### config.mk
export PLATFORM = sky130hd
export DESIGN_NAME = urea_rx_device_flat
export DESIGN_NICKNAME = d
export VERILOG_FILES = /design/src/hw/urea_pkg.sv /design/src/hw/urea_line_if.sv /design/src/hw/urea_rx_shift.sv /design/src/hw/urea_rx_device.sv /design/src/flat_wrapper.sv
export SDC_FILE = /design/constraint.sdc
export NUM_CORES = 1
export LEC_CHECK = 0
export ABC_AREA = 1
export BUFFER_PORTS_ARGS = -buffer_cell sky130_fd_sc_hd__buf_2
export CORE_MARGIN = 2
export CORE_UTILIZATION = 40
export CTS_BUF_LIST = sky130_fd_sc_hd__clkbuf_16
export DETAILED_ROUTE_END_ITERATION = 6
export SYNTH_ARGS = -nofsm -noshare
export SYNTH_HDL_FRONTEND = slang
export SYNTH_HIERARCHICAL = 1
export SYNTH_SLANG_ARGS = --single-unit
### constraint.sdc
create_clock -name mclk -period 4.67 [get_ports mclk]
set_input_delay 0.2335 -clock mclk [delete_from_list [all_inputs] [get_ports mclk]]
set_output_delay 0.2335 -clock mclk [all_outputs]
set_load 0.03 [all_outputs]
### src/hw/urea_pkg.sv
// Purpose: Shared constants and types for the serial receive status block
// Assumes: One clock, mclk at 250 MHz
// Notes:   Register offsets are byte addresses, one register every four bytes
`default_nettype none

package urea_pkg;

  ////////////////////////////////////////////////////////////////////////////
  // Timing
  localparam int unsigned CLK_HZ     = 250_000_000;
  localparam int unsigned BAUD_RATE  = 115_200;
  localparam int unsigned BIT_CYCLES = CLK_HZ / BAUD_RATE;
  localparam int unsigned CNT_W      = 16;

  ////////////////////////////////////////////////////////////////////////////
  // Character and buffer shape
  localparam int unsigned CHAR_W     = 9;
  localparam int unsigned FIFO_DEPTH = 2;
  localparam int unsigned PTR_W      = $clog2(FIFO_DEPTH);
  localparam int unsigned CNT_FW     = $clog2(FIFO_DEPTH + 1);

  ////////////////////////////////////////////////////////////////////////////
  // Register port
  localparam int unsigned ADDR_W       = 8;
  localparam int unsigned DATA_W       = 8;
  localparam logic [7:0]  OFS_CTRL     = 8'h00;
  localparam logic [7:0]  OFS_STATUS   = 8'h04;
  localparam logic [7:0]  OFS_DATA     = 8'h08;
  localparam logic [7:0]  OFS_IRQ_STAT = 8'h0c;
  localparam logic [7:0]  OFS_IRQ_MASK = 8'h10;

  // Control fields
  localparam int unsigned CTRL_SERIAL_PORT_ENABLE_BIT  = 0;
  localparam int unsigned CTRL_CONTINUOUS_RX_ENABLE_BIT  = 1;
  localparam int unsigned CTRL_RX9_BIT   = 2;
  localparam int unsigned CTRL_ADDRESS_DETECT_ENABLE_BIT = 3;

  // Status fields
  localparam int unsigned ST_NINTH_BIT = 0;
  localparam int unsigned ST_OVR_BIT   = 1;
  localparam int unsigned ST_FRAME_ERR_FLAG_BIT  = 2;
  localparam int unsigned ST_RXIF_BIT  = 3;

  // Interrupt events
  localparam int unsigned IRQ_W       = 2;
  localparam int unsigned IRQ_RX_BIT  = 0;
  localparam int unsigned IRQ_OVR_BIT = 1;

  ////////////////////////////////////////////////////////////////////////////
  // Types
  typedef enum logic [1:0] {PH_IDLE, PH_START, PH_DATA, PH_STOP} urea_phase_t;

  typedef struct packed {
    logic              frame_err_flag;
    logic [CHAR_W-1:0] data;
  } urea_entry_t;

endpackage

`default_nettype wire

### src/hw/urea_line_if.sv
// Purpose: Serial line between the remote transmitter and the receiver
// Assumes: Line idles high; one driver, the remote end
// Notes:   No clocking block; both ends sample on mclk
`default_nettype none

interface urea_line_if;
  logic line;

  modport device (input line);
  modport remote (output line);
endinterface

`default_nettype wire

### src/hw/urea_rx_shift.sv
// Purpose: Receive shift register: start check, data sampling, stop check
// Assumes: rxd synchronous to mclk; run low holds the shifter idle
// Notes:   Samples each bit at its middle; done is a one-cycle pulse
`default_nettype none

module urea_rx_shift
  import urea_pkg::*;
#(
  parameter int unsigned BIT_CYCLES = urea_pkg::BIT_CYCLES
)(
  input  wire logic                        mclk,
  input  wire logic                        arst_n,
  input  wire logic                        clk_en,
  input  wire logic                        run,
  input  wire logic                        nine_bit,
  input  wire logic                        rxd,
  output logic                             done,
  output logic [urea_pkg::CHAR_W-1:0]      data,
  output logic                             frame_err_flag
);

  localparam logic [CNT_W-1:0] FULL = CNT_W'(BIT_CYCLES - 1);
  localparam logic [CNT_W-1:0] HALF = CNT_W'(BIT_CYCLES / 2 - 1);

  typedef struct packed {
    urea_phase_t       phase;
    logic [CNT_W-1:0]  cnt;
    logic [3:0]        idx;
    logic [CHAR_W-1:0] shift;
    logic              prev;
    logic              done;
    logic [CHAR_W-1:0] data;
    logic              frame_err_flag;
  } urea_shift_t;

  urea_shift_t s;
  urea_shift_t n;
  logic [3:0]  last_idx;

  ////////////////////////////////////////////////////////////////////////////
  // Next state
  always_comb
  begin
    n        = s;
    n.done   = 1'b0;
    n.prev   = rxd;
    last_idx = nine_bit ? 4'h8 : 4'h7; // RULE_12
    case (s.phase)
      PH_IDLE:
      begin
        // Falling edge only, so a held-low line cannot restart forever
        if (s.prev && !rxd)
        begin
          n.phase = PH_START;
          n.cnt   = HALF;
        end
      end
      PH_START:
      begin
        if (s.cnt == '0)
        begin
          // Glitch rejection: start must still be low at mid-bit
          n.phase = rxd ? PH_IDLE : PH_DATA;
          n.cnt   = FULL;
          n.idx   = 4'h0;
        end
        else
          n.cnt = s.cnt - 1'b1;
      end
      PH_DATA:
      begin
        if (s.cnt == '0)
        begin
          n.shift = {rxd, s.shift[CHAR_W-1:1]};
          n.cnt   = FULL;
          n.idx   = s.idx + 1'b1;
          if (s.idx == last_idx)
            n.phase = PH_STOP;
        end
        else
          n.cnt = s.cnt - 1'b1;
      end
      PH_STOP:
      begin
        if (s.cnt == '0)
        begin
          n.phase = PH_IDLE;
          n.done  = 1'b1;
          n.frame_err_flag  = !rxd; // RULE_01
          n.data  = nine_bit ? s.shift : {1'b0, s.shift[CHAR_W-1:1]}; // RULE_12
        end
        else
          n.cnt = s.cnt - 1'b1;
      end
      default: n.phase = PH_IDLE;
    endcase
    if (!run)
      n.phase = PH_IDLE;
  end

  ////////////////////////////////////////////////////////////////////////////
  // State register
  always_ff @(posedge mclk or negedge arst_n)
  begin
    if (!arst_n)
      s <= '0;
    else if (clk_en)
      s <= n;
  end

  assign done = s.done;
  assign data = s.data;
  assign frame_err_flag = s.frame_err_flag;

endmodule

`default_nettype wire

### src/hw/urea_rx_device.sv
// Purpose: Receiver end with two-deep FIFO, error flags and address filter
// Assumes: Line synchronous to mclk; register reads answer one cycle later
// Notes:   Reading the data register pops the FIFO; read status first
//
// Summary of operation
// RULE_01: Every FIFO entry keeps its own framing error.
// RULE_02: Framing flag shows the oldest unread character.
// RULE_03: Framing errors never stop further reception.
// RULE_04: Data read pops FIFO, flag follows next.
// RULE_05: Port enable low resets all, framing flag zero.
// RULE_06: Receive enable low leaves framing flag alone.
// RULE_07: Framing error alone raises no interrupt.
// RULE_08: All-bad FIFO keeps framing flag set across reads.
// RULE_09: Two entries; third complete character sets overrun.
// RULE_10: Overrun stops reception, held characters stay readable.
// RULE_11: Overrun cleared only by either enable going low.
// RULE_12: Nine-bit option shifts nine data bits.
// RULE_13: Ninth bit of oldest character, read before popping.
// RULE_14: Address filter enabled by bit, needs nine-bit mode.
// RULE_15: Filter keeps only characters with ninth bit set.
// RULE_16: Software drops filter before next stop bit.
// RULE_17: Software re-arms filter when message ends.
// RULE_18: Receive flag high while FIFO holds a character.
//
// Our own choices: the address-and-strobe port and the address map.
`default_nettype none

module urea_rx_device
  import urea_pkg::*;
#(
  parameter int unsigned BIT_CYCLES = urea_pkg::BIT_CYCLES
)(
  input  wire logic                        mclk,
  input  wire logic                        arst_n,
  input  wire logic                        clk_en,
  urea_line_if.device                      link,
  input  wire logic [urea_pkg::ADDR_W-1:0] reg_addr,
  input  wire logic [urea_pkg::DATA_W-1:0] reg_wdata,
  input  wire logic                        reg_wr,
  input  wire logic                        reg_rd,
  output logic [urea_pkg::DATA_W-1:0]      reg_rdata,
  output logic                             irq
);

  typedef struct packed {
    logic                             serial_port_enable;
    logic                             continuous_rx_enable;
    logic                             nine_bit_rx_select;
    logic                             address_detect_enable;
    logic                             overrun_err_flag;
    urea_entry_t [FIFO_DEPTH-1:0]     fifo;
    logic [PTR_W-1:0]                 rd_ptr;
    logic [PTR_W-1:0]                 wr_ptr;
    logic [CNT_FW-1:0]                count;
    logic [IRQ_W-1:0]                 irq_stat;
    logic [IRQ_W-1:0]                 irq_mask;
    logic [DATA_W-1:0]                rdata;
  } urea_dev_t;

  urea_dev_t         s;
  urea_dev_t         n;
  urea_entry_t       head;
  logic              has_char;
  logic              full;
  logic              pop;
  logic              keep;
  logic              accept;
  logic              overrun;
  logic              run;
  logic [IRQ_W-1:0]  ev;
  logic [IRQ_W-1:0]  clr;
  logic              sh_done;
  logic [CHAR_W-1:0] sh_data;
  logic              sh_frame_err_flag;

  ////////////////////////////////////////////////////////////////////////////
  // Shifter runs only while enabled and free of overrun
  assign run = s.serial_port_enable && s.continuous_rx_enable && !s.overrun_err_flag; // RULE_10

  urea_rx_shift #(
    .BIT_CYCLES (BIT_CYCLES)
  ) u_shift (
    .mclk     (mclk),
    .arst_n   (arst_n),
    .clk_en   (clk_en),
    .run      (run),
    .nine_bit (s.nine_bit_rx_select),
    .rxd      (link.line),
    .done     (sh_done),
    .data     (sh_data),
    .frame_err_flag     (sh_frame_err_flag)
  );

  ////////////////////////////////////////////////////////////////////////////
  // Next state
  always_comb
  begin
    n        = s;
    n.rdata  = '0;
    clr      = '0;
    ev       = '0;
    head     = s.fifo[s.rd_ptr]; // RULE_02
    has_char = (s.count != '0);
    full     = (s.count == CNT_FW'(FIFO_DEPTH)); // RULE_09
    pop      = reg_rd && (reg_addr == OFS_DATA) && has_char; // RULE_04
    // Filter decided at the stop sample, so software has until then
    keep     = sh_done && !(s.address_detect_enable && s.nine_bit_rx_select // RULE_14
                            && !sh_data[CHAR_W-1]); // RULE_15 RULE_16
    // A pop in the same cycle counts as the FIFO being accessed
    accept   = keep && (!full || pop); // RULE_03
    overrun  = keep && full && !pop; // RULE_09
    ev[IRQ_RX_BIT]  = accept;
    ev[IRQ_OVR_BIT] = overrun; // RULE_07

    // Register reads, data stands in the following cycle
    if (reg_rd)
    begin
      case (reg_addr)
        OFS_CTRL:
        begin
          n.rdata[CTRL_SERIAL_PORT_ENABLE_BIT]  = s.serial_port_enable;
          n.rdata[CTRL_CONTINUOUS_RX_ENABLE_BIT]  = s.continuous_rx_enable;
          n.rdata[CTRL_RX9_BIT]   = s.nine_bit_rx_select;
          n.rdata[CTRL_ADDRESS_DETECT_ENABLE_BIT] = s.address_detect_enable;
        end
        OFS_STATUS:
        begin
          n.rdata[ST_NINTH_BIT] = has_char && head.data[CHAR_W-1]; // RULE_13
          n.rdata[ST_OVR_BIT]   = s.overrun_err_flag;
          n.rdata[ST_FRAME_ERR_FLAG_BIT]  = has_char && head.frame_err_flag; // RULE_02 RULE_08
          n.rdata[ST_RXIF_BIT]  = has_char; // RULE_18
        end
        OFS_DATA:     n.rdata = has_char ? head.data[DATA_W-1:0] : '0;
        OFS_IRQ_STAT: n.rdata = DATA_W'(s.irq_stat);
        OFS_IRQ_MASK: n.rdata = DATA_W'(s.irq_mask);
        default:      n.rdata = '0;
      endcase
    end

    // Register writes
    if (reg_wr)
    begin
      case (reg_addr)
        OFS_CTRL:
        begin
          n.serial_port_enable    = reg_wdata[CTRL_SERIAL_PORT_ENABLE_BIT];
          n.continuous_rx_enable  = reg_wdata[CTRL_CONTINUOUS_RX_ENABLE_BIT];
          n.nine_bit_rx_select    = reg_wdata[CTRL_RX9_BIT];
          n.address_detect_enable = reg_wdata[CTRL_ADDRESS_DETECT_ENABLE_BIT]; // RULE_17
        end
        OFS_IRQ_STAT: clr = reg_wdata[IRQ_W-1:0];
        OFS_IRQ_MASK: n.irq_mask = reg_wdata[IRQ_W-1:0];
        default:      ;
      endcase
    end

    // Sticky events, a new event beats a same-cycle clear
    n.irq_stat = (s.irq_stat & ~clr) | ev;

    // FIFO movement; pointers wrap on their own only because the depth
    // is a power of two, a deeper odd-sized buffer needs explicit wrap
    if (pop)
      n.rd_ptr = s.rd_ptr + 1'b1; // RULE_04
    if (accept)
    begin
      n.fifo[s.wr_ptr] = '{frame_err_flag: sh_frame_err_flag, data: sh_data}; // RULE_01
      n.wr_ptr         = s.wr_ptr + 1'b1;
    end
    if (accept && !pop)
      n.count = s.count + 1'b1;
    else if (pop && !accept)
      n.count = s.count - 1'b1;

    // Overrun: set by a lost character, cleared by either enable
    if (overrun)
      n.overrun_err_flag = 1'b1;
    if (!s.continuous_rx_enable)
      n.overrun_err_flag = 1'b0; // RULE_11 RULE_06

    // Port disable empties everything, framing flag reads zero
    if (!s.serial_port_enable)
    begin
      n.overrun_err_flag = 1'b0; // RULE_11
      n.fifo             = '0; // RULE_05
      n.rd_ptr           = '0;
      n.wr_ptr           = '0;
      n.count            = '0;
      n.irq_stat         = '0;
    end
  end

  ////////////////////////////////////////////////////////////////////////////
  // State register; clock enable freezes everything
  always_ff @(posedge mclk or negedge arst_n)
  begin
    if (!arst_n)
      s <= '0;
    else if (clk_en)
      s <= n;
  end

  ////////////////////////////////////////////////////////////////////////////
  // Outputs
  assign reg_rdata = s.rdata;
  assign irq       = |(s.irq_stat & s.irq_mask);

endmodule

`default_nettype wire

### src/flat_wrapper.sv
// flat-port wrapper written by rule: the top's interface ports become plain ports
module urea_rx_device_flat import urea_pkg::*;
#(
  parameter int unsigned BIT_CYCLES = urea_pkg::BIT_CYCLES
)
  (mclk, arst_n, clk_en, reg_addr, reg_wdata, reg_wr, reg_rd, reg_rdata, irq, link_line);
  urea_line_if link_i ();
  input  wire logic mclk;
  input  wire logic arst_n;
  input  wire logic clk_en;
  input  wire logic [urea_pkg::ADDR_W-1:0] reg_addr;
  input  wire logic [urea_pkg::DATA_W-1:0] reg_wdata;
  input  wire logic reg_wr;
  input  wire logic reg_rd;
  output logic [urea_pkg::DATA_W-1:0] reg_rdata;
  output logic irq;
  input wire logic [$bits(link_i.line)-1:0] link_line;
  assign link_i.line = link_line;
  urea_rx_device #(.BIT_CYCLES(BIT_CYCLES)) u_core (.mclk(mclk), .arst_n(arst_n), .clk_en(clk_en), .link(link_i), .reg_addr(reg_addr), .reg_wdata(reg_wdata), .reg_wr(reg_wr), .reg_rd(reg_rd), .reg_rdata(reg_rdata), .irq(irq));
endmodule
# After elaboration in Yosys (flattened, before gate mapping)
# Index checks and enable logic that the tools add are counted.
[op_classes]
addsub = 6
magnitude_cmp = 3
n_eq_ne = 22
mux = 36
n_bitwise = 4
n_reduce_logical = 41
[ops]
columns = ["op", "n"]
rows = [
  ["18-bit case mux with 4 select lines", 1],
  ["16-bit two-way mux", 2],
  ["10-bit two-way mux", 3],
  ["27-bit two-way mux", 1],
  ["11-bit two-way mux", 2],
  ["3-bit != test (second input constant)", 7],
  ["20-bit bitwise mux", 1],
  ["2-bit two-way mux", 10],
  ["20-bit two-way mux", 1],
  ["4-bit case mux with 5 select lines", 1],
  ["18-bit two-way mux", 1],
  ["8-bit by 4-bit == test with 1-bit output (second input constant)", 2],
  ["1-bit logical AND", 16],
  ["16-bit zero test", 1],
  ["8-bit two-way mux", 2],
  ["16-bit by 1-bit subtractor with 16-bit output (second input constant)", 1],
  ["3-bit AND reduction", 5],
  ["13-bit two-way mux", 1],
  ["4-bit two-way mux", 3],
  ["2-bit != test (second input constant)", 6],
  ["10-bit demux with 1-bit select", 1],
  ["9-bit two-way mux", 1],
  ["8-bit by 3-bit == test with 1-bit output (second input constant)", 1],
  ["8-bit by 5-bit == test with 1-bit output (second input constant)", 1],
  ["23 further kinds", 41],
]
[word_totals]
reg_bits = 84
input_bits = 22
word_cells = 135

# Longest topological paths before layout
[logic_depth]
ltp_word = 10
mapped_depth = 11

# Cells and area by module
# The synthesis kept the hierarchy.
[by_module_without_submodules]
columns = ["module", "instances", "cells_per_inst", "area_each_um2", "seq_area_each_um2"]
rows = [
  ["urea_rx_shift", 1, 318, 2502.4, 1076.0],
  ["urea_rx_device", 1, 280, 2227.1, 1026.0],
]

# Worst setup path before layout
# Ideal clock, no wire load.
[synth_path]
path_type = "reg2reg"
start = "reg u_core/u_shift/s[25] (netlist bit)"
end = "reg u_core/u_shift/s[39] (netlist bit)"
setup_time_ps = 118
t_arrival_ps = 1344
t_required_ps = 4552
path_slack_ps = 3209
stages_incl_launch_ff = 12
n_path_buf = 0
path_cell_list = "dfrtp_1 -> inv_1 -> ha_1 -> nand3_1 -> nor2_1 -> nand2_2 -> nor2_2 -> inv_2 -> nand2_2 -> nand2_2 -> nand2_1 -> nor2_2"
[synth_via]
elab_chain_cells = 3
[synth_lines]
columns = ["element", "line_no", "source"]
rows = [
  ["from (decl)", "urea_rx_shift.sv:36", "urea_shift_t s;"],
  ["from (signal assigned)", "urea_rx_shift.sv:108", "s <= n;"],
  ["16-bit by 1-bit subtractor with 16-bit output / 16-bit zero test (equally long branches)", "n/a", ""],
  ["16-bit two-way mux (tied with other cells)", "urea_rx_shift.sv:85", "if (s.cnt == '0)"],
  ["18-bit case mux with 4 select lines / 3-bit AND reduction (equally long branches)", "n/a", ""],
]
# Parallel ways exist; a longest one is shown, timed or not. The select of a mux whose other input is x is not followed.
# A chain may end at the register's enable or synchronous reset.

# Worst setup path in the final report
[layout_path]
start = "in clk_en"
end = "reg u_core/s[25] (netlist bit)"
[layout_via]
elab_chain_cells = 1
[layout_lines]
columns = ["element", "line_no", "source"]
rows = [
  ["from (decl)", "flat_wrapper.sv:10", "input wire logic clk_en;"],
  ["2-bit AND reduction (no line)", "n/a", ""],
  ["to (signal assigned)", "urea_rx_device.sv:199", "s <= n;"],
  ["to (decl)", "urea_rx_device.sv:60", "urea_dev_t s;"],
]
# Every way passes these cells.

==> results_dict.tcl <==
set metrics [dict create \
    synthArstFlopShare 1.000 \
    hold_violations 0 \
    grt_use_total 0.1685 \
    drt-total-wl_mm 9.978 \
    clk_latency_ns 0.34 \
    place_congestion 0.8522 \
    cts_made_buffers 9 \
    start_kind "primary input" \
    ir_worst_vdd_mv 0.1261 \
    final_area_um2 5109 \
    status "finished clean" \
    timing.fmax_ghz 0.5342 \
    dr_total_vias 3829 \
    synth.most_common_cell "nand2_1" \
    yosysSeqAreaShare 0.4444 \
    place_hpwl_mm 7.098 \
    path_class "in2reg" \
    rows 39 \
    rsz0062_at_grt "no" \
    synth_top_family_by_area "simple AND/OR/NAND/NOR gates" \
    cts_max_level 3 \
    cp.required_ns 4.90 \
    cts.clk_slew.worst_paths_ns 0.06 \
    vias_per_cell 5.085 \
    ys_types 47 \
    cts_root_buf "clkbuf_16" \
    synthXorXnorAreaFrac 0.005556 \
    synth_compound_gate_area_share 0.08889 \
    slew-limit-headroom 0.5288 \
    finalCritPeriodShare 0.4009 \
    synth-main-ff-cell "dfrtp_1" \
    yosys.area_share.adder 0.007937 \
    cts_tree "built" \
    postPlaceCellArea_um2 4807 \
    setup_viol 0 \
    synth_area_um2 4730 \
    end_kind "flop" \
    synth_top_area_frac 0.4444 \
    die_h_um 112.7 \
    route.detailed.drc 0 \
    synth_top_cell_by_area "dfrtp_1" \
    drtIter0Drc 178 \
    synth_edf_count 0 \
    tightestPinTransition_ns 0.7068 \
    yosysWarnings 6 \
    place.port_buffers 26 \
    cts.sinks 84 \
    period_needed_ns 1.872 \
    fin_tns_setup_ns 0 \
    antenna_found_initial 0 \
    die_w_um 112.7 \
    fill_cells 1163 \
    cp_max_fo 27 \
    synthTopCellsByArea "dfrtp_1, nand2_1, nand3_1" \
    coreArea_um2 11470 \
    post_cts_buffers 0 \
    p_per_area_nw_per_um2 295.2 \
    synth_fp_nets 623 \
    nNetsFinal 630 \
    cts_buffer_depth 2 \
    ant_nets 0 \
    synthCells 598 \
    skew_ns 0.008582 \
    first_global_vias 3706 \
    cts_hold_buffers 1 \
    arrival_ns 2.10 \
    diodes 0 \
    cts_resized 0 \
    grt_pass1_wl_mm 17.42 \
    drive_gt1_frac 0.1393 \
    hold_class "in2reg" \
    p_leak_nw 2.483 \
    final_max_slew_viol_count 0 \
    syn_to_final_growth_pct 8.016 \
    grt_max_degree 56 \
    muxShareOfSynthArea 0.01534 \
    drt_first_pass_iters 5 \
    synth.avg_cell_area_um2 7.909 \
    yosys.area_share.simple 0.3384 \
    overflow 0 \
    synthTopCellsByCount "nand2_1, dfrtp_1, nand3_1" \
    initial_core_util 0.4124 \
    cap_violations 0 \
    io_pins 31 \
    ys_ff_latch 84 \
    wire_per_inst_um 13.25 \
    dieArea_um2 12710 \
]
[through the flow]
step	setup slack, ns	hold slack (ns)	util	instances	total power [mW]
2_1_floorplan	3.209	-0.06209	-	598	0.7918
3_3_place_gp	2.434	0.1880	0.4192	736	0.8218
3_5_place_dp	2.411	0.1970	0.4192	736	0.8233
4_1_cts	2.766	0.1234	0.4455	753	1.528
5_1_grt	2.533	0.1261	0.4455	753	1.568
6_report	2.798	0.1296	0.4455	753	1.508
[worst max-delay path, cell delays in order]
cell and delay [ns]:
buf_2 0.45, inv_1 0.32, nor2_1 0.15, inv_1 0.27, nand2_4 0.31, nand2_2 0.19
nand2_1 0.11, nand2_1 0.05
[worst paths after layout]
| kind | startpoint | end | slack (ns) | cells after the start |
|---|---|---|---|---|
| setup / recovery | clk_en | u_core/s[25]$_DFFE_PN0P_ | 2.80 | 8 |
| hold / removal | reg_wdata[2] | u_core/s[38]$_DFFE_PN0P_ | 0.13 | 2 |
| setup reg to reg | u_core/s[38]$_DFFE_PN0P_ | u_core/s[25]$_DFFE_PN0P_ | 2.80 | 8 |
| hold reg to reg | u_core/reg_rdata[0]$_DFFE_PN0P_ | u_core/reg_rdata[0]$_DFFE_PN0P_ | 0.47 | 2 |
| max in group asynchronous | arst_n | u_core/u_shift/s[16]$_DFFE_PN0P_ | 3.26 | 3 |
| min in group asynchronous | arst_n | u_core/reg_rdata[2]$_DFFE_PN0P_ | 0.36 | 2 |
[per-layer routing]
layer  track usage  routed length [um]  share of wire  vias to the layer above
li1              -                   -              -                     1933
met2        0.2723                4743           0.48                       86
met1        0.2248                4608           0.46                     1800
met5             0                   0              0                        -
met4       0.05528                 116          0.012                        0
met3       0.03964                 510          0.051                       10
[power by group]
part	internal, mW	switching, mW
sequential	0.732	0.00528
clock	0.411	0.288
combinational	0.0183	0.0532
[placed cells by master, fill, tap and decap left out, drive strengths merged]
cell and count:
nand2 175, dfrtp 84, nand3 73, nor2 66, inv 60, o21ai 57, buf 27, clkbuf 9
nand4 9, a21oi 6, clkinv 6, mux2i 5, nand3b 3, nor3 3, ha 3, mux2 2
a22oi 2, xor2 2, clkinvlp 1, bufinv 1, dlygate4sd3 1, a22o 1, and3 1, and3b 1
o21a 1, a31oi 1, o211ai 1, o21bai 1, a211oi 1, o22ai 1, xnor2 1, o2111ai 1
o31ai 1, and2 1, or2 1, a21boi 1
[flip-flops by register name, indices dropped and copies added (netlist names)]
name                           flops
u_core/u_shift/done                1
u_core/u_shift/s                  32
u_core/s                          33
u_core/reg_rdata                   8
u_core/u_shift/frame_err_flag      1
u_core/u_shift/data                9
[cells by family (layout without fill, tap and decap cells)]
family                   after synthesis  in the layout
buffers and inverters                 93            105
AND/OR/NAND/NOR                      333            333
AO/OA/AOI/OAI                         75             75
XOR/XNOR                               3              3
flip-flops                            84             84
adder cells (fa/ha/maj)                3              3
multiplexers                           7              7
[final cells by class]
class	count	area, um^2	area share
multi-input combinational	421	2157	0.4222
sequential	84	2102	0.4115
inverter	61	229.0	0.04482
clock buffer	9	225.2	0.04409
tap	143	178.9	0.03502
timing repair buffer	28	150.1	0.02939
clock inverter	7	66.31	0.01298
No activity file was read; power rests on OpenSTA's default activity.
